File: config.mk
export PLATFORM = sky130hd
export DESIGN_NAME = bscce_exec
export DESIGN_NICKNAME = d
export VERILOG_FILES = /design/src/rtl/bscce_pkg.sv /design/src/rtl/bscce_exec.sv /design/src/rtl/bscce_phase.sv
export SDC_FILE = /design/constraint.sdc
export NUM_CORES = 1
export LEC_CHECK = 0
export BUFFER_PORTS_ARGS = -buffer_cell sky130_fd_sc_hd__buf_2
export CAP_MARGIN = 15
export CORE_AREA = 2 2 70 72
export CTS_CLUSTER_SIZE = 30
export DETAILED_ROUTE_END_ITERATION = 7
export DIE_AREA = 0 0 72 74
export PLACE_DENSITY = 0.83
export SYNTH_ARGS = -nofsm -noshare
export SYNTH_HDL_FRONTEND = slang
export SYNTH_SLANG_ARGS = --single-unit
File: constraint.sdc
create_clock -name i_sys_clk -period 1.9 [get_ports i_sys_clk]
set_input_delay 0.38 -clock i_sys_clk [delete_from_list [all_inputs] [get_ports i_sys_clk]]
set_output_delay 0.38 -clock i_sys_clk [all_outputs]
set_load 0.01 [all_outputs]
File: src/rtl/bscce_pkg.sv
// Shared constants and types of the bit-skip, call and clear executor.
`default_nettype none
package bscce_pkg;

	// ------------------------------------------------------------
	// Instruction word layout
	// ------------------------------------------------------------
	localparam int INSTR_W     = 14;
	localparam int PC_W        = 13;
	localparam int FADDR_W     = 7;
	localparam int BIDX_W      = 3;
	localparam int LIT_W       = 11;
	localparam int DATA_W      = 8;
	localparam int FADDR_LSB   = 0;
	localparam int BIDX_LSB    = 7;
	localparam int LIT_LSB     = 0;

	localparam logic [3:0] OPC_BIT_TEST_SKIP_IF_SET = 4'h7;
	localparam logic [2:0] OPC_CALL                 = 3'h4;
	localparam logic [6:0] OPC_CLEAR_FILE_REGISTER  = 7'h03;

	localparam logic [DATA_W-1:0] CLEAR_VALUE  = 8'h00;
	localparam logic [PC_W-1:0]   PC_INCREMENT = 13'h0001;

	// ------------------------------------------------------------
	// Phase timing
	// ------------------------------------------------------------
	localparam real CLK_PERIOD_NS   = 25.0;
	localparam real PHASE_TIME_NS   = 25.0;
	localparam int  CLKS_PER_PHASE  = (PHASE_TIME_NS / CLK_PERIOD_NS < 1.0) ? 1 :
	                                  int'($floor(PHASE_TIME_NS / CLK_PERIOD_NS));
	localparam int  PHASE_CNT_W     = 4;
	localparam logic [1:0] PHASE_Q1 = 2'h0;
	localparam logic [1:0] PHASE_Q2 = 2'h1;
	localparam logic [1:0] PHASE_Q3 = 2'h2;
	localparam logic [1:0] PHASE_Q4 = 2'h3;

	// ------------------------------------------------------------
	// Types
	// ------------------------------------------------------------
	typedef enum logic [1:0] {
		BSCCE_OP_NONE,
		BSCCE_OP_SKIP_SET,
		BSCCE_OP_CALL,
		BSCCE_OP_CLEAR
	} bscce_op_t;

	typedef enum logic {
		BSCCE_ST_EXEC,
		BSCCE_ST_NOP
	} bscce_state_t;

endpackage
`default_nettype wire
File: src/rtl/bscce_exec.sv
// Executor for bit-test-skip-if-set, subroutine call and clear-file-register.
//
// Contract
// - Skip test uses 7-bit address, 3-bit bit
// - Set bit: discard next, NOP, two cycles
// - Call loads 11-bit literal into PC<10:0>
// - Call pushes PC+1 before jumping
// - Clear writes zero and sets zero flag
// - Clear: decode, read, process, write; one cycle
`default_nettype none
module bscce_exec
	import bscce_pkg::*;
(
	input  wire logic               i_sys_clk,
	input  wire logic               i_rstn,
	input  wire logic [INSTR_W-1:0] i_instr,
	input  wire logic [PC_W-1:0]    i_instr_pc,
	input  wire logic [DATA_W-1:0]  i_rd_data,
	output logic                    o_claim,
	output logic [1:0]              o_phase,
	output logic                    o_phase_stb,
	output logic                    o_rd_en,
	output logic [FADDR_W-1:0]      o_f_addr,
	output logic                    o_wr_en,
	output logic [DATA_W-1:0]       o_wr_data,
	output logic                    o_z_set,
	output logic                    o_stack_push,
	output logic [PC_W-1:0]         o_stack_data,
	output logic                    o_pc_load,
	output logic [LIT_W-1:0]        o_pc_low,
	output logic                    o_discard,
	output logic                    o_nop_cycle
);

	// ------------------------------------------------------------
	// Decode
	// ------------------------------------------------------------
	function automatic bscce_op_t bscce_decode(input logic [INSTR_W-1:0] w);
		bscce_op_t op;
		op = BSCCE_OP_NONE;
		if (w[13:10] == OPC_BIT_TEST_SKIP_IF_SET) begin
			op = BSCCE_OP_SKIP_SET;
		end else if (w[13:11] == OPC_CALL) begin
			op = BSCCE_OP_CALL;
		end else if (w[13:7] == OPC_CLEAR_FILE_REGISTER) begin
			op = BSCCE_OP_CLEAR;
		end
		return op;
	endfunction

	// True when the op ends with a throw-away cycle: a call always, a skip
	// only when the tested bit was one.
	function automatic logic bscce_needs_nop(input bscce_op_t op, input logic bit_set);
		return (op == BSCCE_OP_CALL) || (op == BSCCE_OP_SKIP_SET && bit_set);
	endfunction

	typedef struct packed {
		bscce_state_t          state;
		bscce_op_t             op;
		logic [FADDR_W-1:0]    f_addr;
		logic [BIDX_W-1:0]     bit_idx;
		logic [LIT_W-1:0]      lit;
		logic [PC_W-1:0]       ret_addr;
		logic                  bit_val;
		logic [DATA_W-1:0]     wr_data;
	} bscce_exec_st_t;

	bscce_exec_st_t s_q;
	bscce_exec_st_t s_d;

	logic       phase_stb;
	logic [1:0] phase;

	bscce_phase u_phase (
		.i_sys_clk   (i_sys_clk),
		.i_rstn      (i_rstn),
		.o_phase_stb (phase_stb),
		.o_phase     (phase)
	);

	// ------------------------------------------------------------
	// Phase decode
	// ------------------------------------------------------------
	// With one clock per phase the strobe is always high; gating on it keeps
	// the sequencer right should the divider ever be slowed.
	logic in_q1;
	logic in_q2;
	logic in_q3;
	logic in_q4;
	logic exec_cycle;

	assign in_q1      = phase_stb && (phase == PHASE_Q1);
	assign in_q2      = phase_stb && (phase == PHASE_Q2);
	assign in_q3      = phase_stb && (phase == PHASE_Q3);
	assign in_q4      = phase_stb && (phase == PHASE_Q4);
	assign exec_cycle = (s_q.state == BSCCE_ST_EXEC);

	// ------------------------------------------------------------
	// Bit selector
	// ------------------------------------------------------------
	// One match line per bit position; the OR of the masked lines is the
	// tested bit. A flat gate tree keeps the Q3 capture path short even
	// though the index comes from a flop loaded in Q1.
	logic [DATA_W-1:0] bit_hit;

	for (genvar gi = 0; gi < DATA_W; gi++) begin : g_bit_hit
		assign bit_hit[gi] = i_rd_data[gi] && (s_q.bit_idx == BIDX_W'(gi));
	end

	// ------------------------------------------------------------
	// Op in hand
	// ------------------------------------------------------------
	// Every flag is gated by the execute state, so a NOP cycle cannot raise a
	// register, stack or PC strobe even with a stale op left behind.
	logic run_skip;
	logic run_call;
	logic run_clear;
	logic run_nop_end;

	assign run_skip    = exec_cycle && (s_q.op == BSCCE_OP_SKIP_SET);
	assign run_call    = exec_cycle && (s_q.op == BSCCE_OP_CALL);
	assign run_clear   = exec_cycle && (s_q.op == BSCCE_OP_CLEAR);
	assign run_nop_end = exec_cycle && bscce_needs_nop(s_q.op, s_q.bit_val);

	// ------------------------------------------------------------
	// Sequencer
	// ------------------------------------------------------------
	// The word offered at Q1 is the one the core fetched in the previous
	// cycle; while a NOP cycle runs it is ignored, which is how the
	// fetched word is thrown away.
	always_comb begin
		s_d = s_q;
		case (s_q.state)
			BSCCE_ST_EXEC: begin
				if (in_q1) begin
					s_d.op       = bscce_decode(i_instr);
					s_d.f_addr   = i_instr[FADDR_LSB +: FADDR_W];
					s_d.bit_idx  = i_instr[BIDX_LSB +: BIDX_W];
					s_d.lit      = i_instr[LIT_LSB +: LIT_W];
					s_d.ret_addr = i_instr_pc + PC_INCREMENT;
				end
				// The bit is caught at the end of Q3, so the Q4 skip decision
				// reads a settled flop rather than the register read bus.
				if (in_q3 && s_q.op == BSCCE_OP_SKIP_SET) begin
					s_d.bit_val = |bit_hit;
				end
				if (in_q3 && s_q.op == BSCCE_OP_CLEAR) begin
					s_d.wr_data = CLEAR_VALUE;
				end
				// The op is dropped at the end of Q4, so a word held through a
				// NOP cycle finds nothing to act on.
				if (in_q4) begin
					if (bscce_needs_nop(s_q.op, s_q.bit_val)) begin
						s_d.state = BSCCE_ST_NOP;
					end
					s_d.op = BSCCE_OP_NONE;
				end
			end
			BSCCE_ST_NOP: begin
				s_d.bit_val = 1'b0;
				if (in_q4) begin
					s_d.state = BSCCE_ST_EXEC;
				end
			end
			default: begin
				s_d.state = BSCCE_ST_EXEC;
			end
		endcase
	end

	always_ff @(posedge i_sys_clk) begin
		if (!i_rstn) begin
			// Only state and op matter for behaviour; the rest is cleared so
			// that the data outputs read zero after reset.
			s_q.state    <= BSCCE_ST_EXEC;
			s_q.op       <= BSCCE_OP_NONE;
			s_q.f_addr   <= '0;
			s_q.bit_idx  <= '0;
			s_q.lit      <= '0;
			s_q.ret_addr <= '0;
			s_q.bit_val  <= 1'b0;
			s_q.wr_data  <= CLEAR_VALUE;
		end else begin
			s_q <= s_d;
		end
	end

	// ------------------------------------------------------------
	// Register file side
	// ------------------------------------------------------------
	// Strobes are combinational from the phase so that the core sees them
	// in the phase they belong to; addresses and data come from flops.
	assign o_claim     = exec_cycle && (bscce_decode(i_instr) != BSCCE_OP_NONE);
	assign o_phase     = phase;
	assign o_phase_stb = phase_stb;
	assign o_rd_en     = in_q2 && (run_skip || run_clear);
	assign o_f_addr    = s_q.f_addr;
	assign o_wr_en     = in_q4 && run_clear;
	assign o_z_set     = in_q4 && run_clear;
	assign o_wr_data   = s_q.wr_data;

	// ------------------------------------------------------------
	// Stack and program counter side
	// ------------------------------------------------------------
	// Push in Q2, ahead of the PC write in Q4, so the return address is taken
	// before the jump target overwrites the low PC bits.
	assign o_stack_push = in_q2 && run_call;
	assign o_stack_data = s_q.ret_addr;
	assign o_pc_load    = in_q4 && run_call;
	assign o_pc_low     = s_q.lit;

	// ------------------------------------------------------------
	// Pipeline side
	// ------------------------------------------------------------
	// The upper PC bits and the stack depth live in the core; this block only
	// says when the fetched word must be dropped and the spare cycle runs.
	assign o_discard   = in_q4 && run_nop_end;
	assign o_nop_cycle = !exec_cycle;

endmodule
`default_nettype wire

File: src/rtl/bscce_phase.sv
// Phase generator that splits each instruction cycle into four phases.
`default_nettype none
module bscce_phase
	import bscce_pkg::*;
(
	input  wire logic       i_sys_clk,
	input  wire logic       i_rstn,
	output logic            o_phase_stb,
	output logic [1:0]      o_phase
);

	typedef struct packed {
		logic [PHASE_CNT_W-1:0] div;
		logic [1:0]             phase;
		logic                   stb;
	} bscce_phase_st_t;

	bscce_phase_st_t s_q;
	bscce_phase_st_t s_d;

	localparam logic [PHASE_CNT_W-1:0] DIV_LAST = PHASE_CNT_W'(CLKS_PER_PHASE - 1);

	// ------------------------------------------------------------
	// Divider
	// ------------------------------------------------------------
	// The strobe marks the last clock of a phase, so every phase
	// holds its value for the whole divider period.
	always_comb begin
		s_d     = s_q;
		s_d.stb = 1'b0;
		if (s_q.div == DIV_LAST) begin
			s_d.div   = '0;
			s_d.phase = s_q.phase + 2'h1;
		end else begin
			s_d.div = s_q.div + PHASE_CNT_W'(1);
		end
		if (s_d.div == DIV_LAST) begin
			s_d.stb = 1'b1;
		end
	end

	always_ff @(posedge i_sys_clk) begin
		if (!i_rstn) begin
			s_q.div   <= '0;
			s_q.phase <= PHASE_Q1;
			s_q.stb   <= (DIV_LAST == '0);
		end else begin
			s_q <= s_d;
		end
	end

	assign o_phase_stb = s_q.stb;
	assign o_phase     = s_q.phase;

endmodule
`default_nettype wire

==> impl_metrics.env <==
export IMPL_cts_buffers=5
export IMPL_fp_dieW_microns=72
export IMPL_clock_path_buffers=2
export IMPL_min_to="o_stack_data[0]"
export IMPL_synthCells=243
export IMPL_power_density_nw_per_um2=1248
export IMPL_synth_edf_count=0
export IMPL_dr_pass1_iters=4
export IMPL_gp_congestion=0.7538
export IMPL_hold_path_class="input pin to flop"
export IMPL_die_area_sq_um=5328
export IMPL_worstHoldStart="i_instr_pc[0]"
export IMPL_cts_tree="done"
export IMPL_synthTopCellsByArea="dfxtp_1, buf_4, nand2_1"
export IMPL_ios=87
export IMPL_synth_cell_types=38
export IMPL_worstSetupEndpointType="output port"
export IMPL_rr_worst_depth=4
export IMPL_htreeDepth=2
export IMPL_post_place_ws_ps=315.0
export IMPL_grt_pass1_wl_mm=6.479
export IMPL_arrival_ps=1410
export IMPL_max_stage_delay_ps=410
export IMPL_clk_latency_ps=280
export IMPL_rsz0062_at_grt="false"
export IMPL_dp_cells=337
export IMPL_cp_max_fo=5
export IMPL_clock_sinks=35
export IMPL_ctsHoldBuffers=0
export IMPL_drc=0
export IMPL_core_area_sq_um=4598
export IMPL_r2r_end="s_q[8]"
export IMPL_routed_via_density=4.745
export IMPL_antenna_found_initial=0
export IMPL_cp_required_ps=1520
export IMPL_ys_flop_type="dfxtp_1"
export IMPL_yosysTopAreaCellShare_pct=35.33
export IMPL_ir_drop_uv=635.5
export IMPL_ant_nets=0
export IMPL_finClkSkew_ps=7.608
export IMPL_crit_buf_inv=1
export IMPL_final_util_pct=49.01
export IMPL_r2r_start="s_q[34]"
export IMPL_status="complete, no violations"
export IMPL_fin_crit_sh_pct=94.11
export IMPL_grt_max_degree=37
export IMPL_worst_slack_ps=111.9
export IMPL_diodes=0
export IMPL_clkTransAtPathRegs_ps=70
export IMPL_synth_common_cells="buf_4, nand2_1, dfxtp_1"
export IMPL_crit_chain="ha_1, nand2_1, a21oi_1, buf_2"
export IMPL_drt_total_wl_mm=3.904
export IMPL_yosys_warnings=0
export IMPL_fin_cells=345
export IMPL_drive_gt1_share_pct=32.30
export IMPL_rows=25
export IMPL_vias=1637
export IMPL_place_port_buffers=78
export IMPL_post_cts_buffers=0
export IMPL_cap_viol_max_count=0
export IMPL_ys_ff_latch=35
export IMPL_drt_iter0_markers=32
export IMPL_die_h_microns=74
export IMPL_start_util_pct=43.13
export IMPL_synth_most_common_cell="buf_4"
export IMPL_yosysSeqAreaShare_pct=35.33
export IMPL_slew_violations=0
export IMPL_min_period_ps=1788
export IMPL_p_leak_nw=1.061
export IMPL_cts_root_buf="clkbuf_8"
export IMPL_fmax_mhz=559.3
export IMPL_grt_pass1_vias=1519
export IMPL_hold_depth=2
export IMPL_crit_family="flip-flops"
export IMPL_path_class="flop to output port"
export IMPL_setup_violations=0
export IMPL_async_reset_ff_share_pct=0
export IMPL_syn_area_per_cell_sq_um=8.161
export IMPL_overflow=0
export IMPL_worstSetupStartpointType="flop"
export IMPL_fin_tns_setup_ps=0
export IMPL_r2r_slack_ps=310
export IMPL_yosysTopAreaCell="dfxtp_1"
export IMPL_cpMaxStageDelayCell="dfxtp_1"
export IMPL_grt_use_total_pct=15.30
export IMPL_cts_resized=0
export IMPL_syn_area_sq_um=1983
export IMPL_hold_viol_final=0
export IMPL_syn_to_final_growth_pct=13.63
export IMPL_dp_hpwl_mm=3.092
export IMPL_wl_per_cell_microns=11.32
export IMPL_fin_nets=334
[stage by stage]
step	power (mW)	hold slack, ps	instance area [sq um]
floorplan	2.157	436.7	2009
global placement	2.236	443.1	2153
detailed placement	2.266	450.2	2153
CTS	2.852	309.7	2253
global route	3.065	304.3	2253
finish	2.811	313.3	2253
[worst max path at each step]
stage | from | endpoint | slack [ps] | depth (start not counted)
4_1_cts | u_phase.o_phase[0] | o_discard | 100 | 4
3_3_place_gp | i_instr[10] | o_claim | 320 | 5
5_1_grt | u_phase.o_phase[0] | o_discard | 2 | 4
3_5_place_dp | i_instr[10] | o_claim | 320 | 5
6_report | u_phase.o_phase[0] | o_discard | 110 | 4
2_1_floorplan | s_q[34] | s_q[8] | 410 | 4
[worst reg2reg max path: cells and delay by family (launching register included)]
family,cells,cell delay (ps)
muxes,1,580
DFF,1,440
and+or+nand+nor,2,380
AOI/OAI and AO/OA,1,80
[metal layers]
metal  vias to the layer above  track usage (%)  wire (microns)
met1                       724            18.41            1688
met2                        50            26.65            1909
met3                         5            4.743             263
li1                        858                -               -
met4                         0            4.193              42
met5                         -                0               0
[state kept, by name, indices dropped and copies added (netlist names)]
| register | flops |
|---|---|
| u_phase.o_phase | 2 |
| s_q | 5 |
| o_stack_data | 13 |
| o_f_addr | 6 |
| u_phase.o_phase_stb | 1 |
| o_nop_cycle | 1 |
| u_phase.s_q | 4 |
| o_pc_low | 3 |
[placed cells by master, fill, tap and decap left out]
cell type   n
inv_1       6
dfxtp_1    35
nand2b_1    3
clkbuf_1    1
and2_1      3
nand3_1     5
clkbuf_8    7
or2b_1      1
o21a_1      1
ha_1        7
o22ai_1     1
a2111oi_2   1
mux2i_1     2
buf_4       5
buf_2      78
and4bb_2    1
a21boi_0    1
conb_1      8
nor3b_1     1
a211oi_1    5
or4_1       1
nor2b_2     1
nor3_1      2
nand2_1    36
mux4_1      1
o21ai_0     9
nor2_1     17
and4_1      2
and2b_2     1
xor2_1      7
nor4_1      2
nand4_1     3
or3_1       1
a21oi_1    25
xnor2_1     7
and3_1      3
nor2b_1     1
[final cells by class]
class | count | area, sq um
Multi-Input combinational cell | 159 | 934.6
Timing Repair Buffer | 83 | 427.9
Fill cell | 469 | 2345
Tap cell | 54 | 67.56
Sequential cell | 35 | 700.7
Clock buffer | 8 | 100.1
Inverter | 6 | 22.52
[cells by family (layout without fill, tap and decap cells)]
| kind of cell | Yosys count | after routing | share of synthesized area, % |
|---|---|---|---|
| simple gates | 84 | 84 | 20.38 |
| fa+ha+maj | 7 | 7 | 4.416 |
| mux | 3 | 3 | 2.335 |
| xor+xnor | 14 | 14 | 6.183 |
| other cells | 1 | 8 | 0.1891 |
| compound gates | 43 | 43 | 12.30 |
| flops | 35 | 35 | 35.33 |
| buf+inv | 56 | 97 | 18.86 |
[power by group]
part	switching [mW]	internal [mW]	leakage, nW
Combinational	0.664	0.470	0.721
Sequential	0.144	0.954	0.288
Clock	0.249	0.331	0.0515
Note: power is estimated with default switching activity, not from simulation.
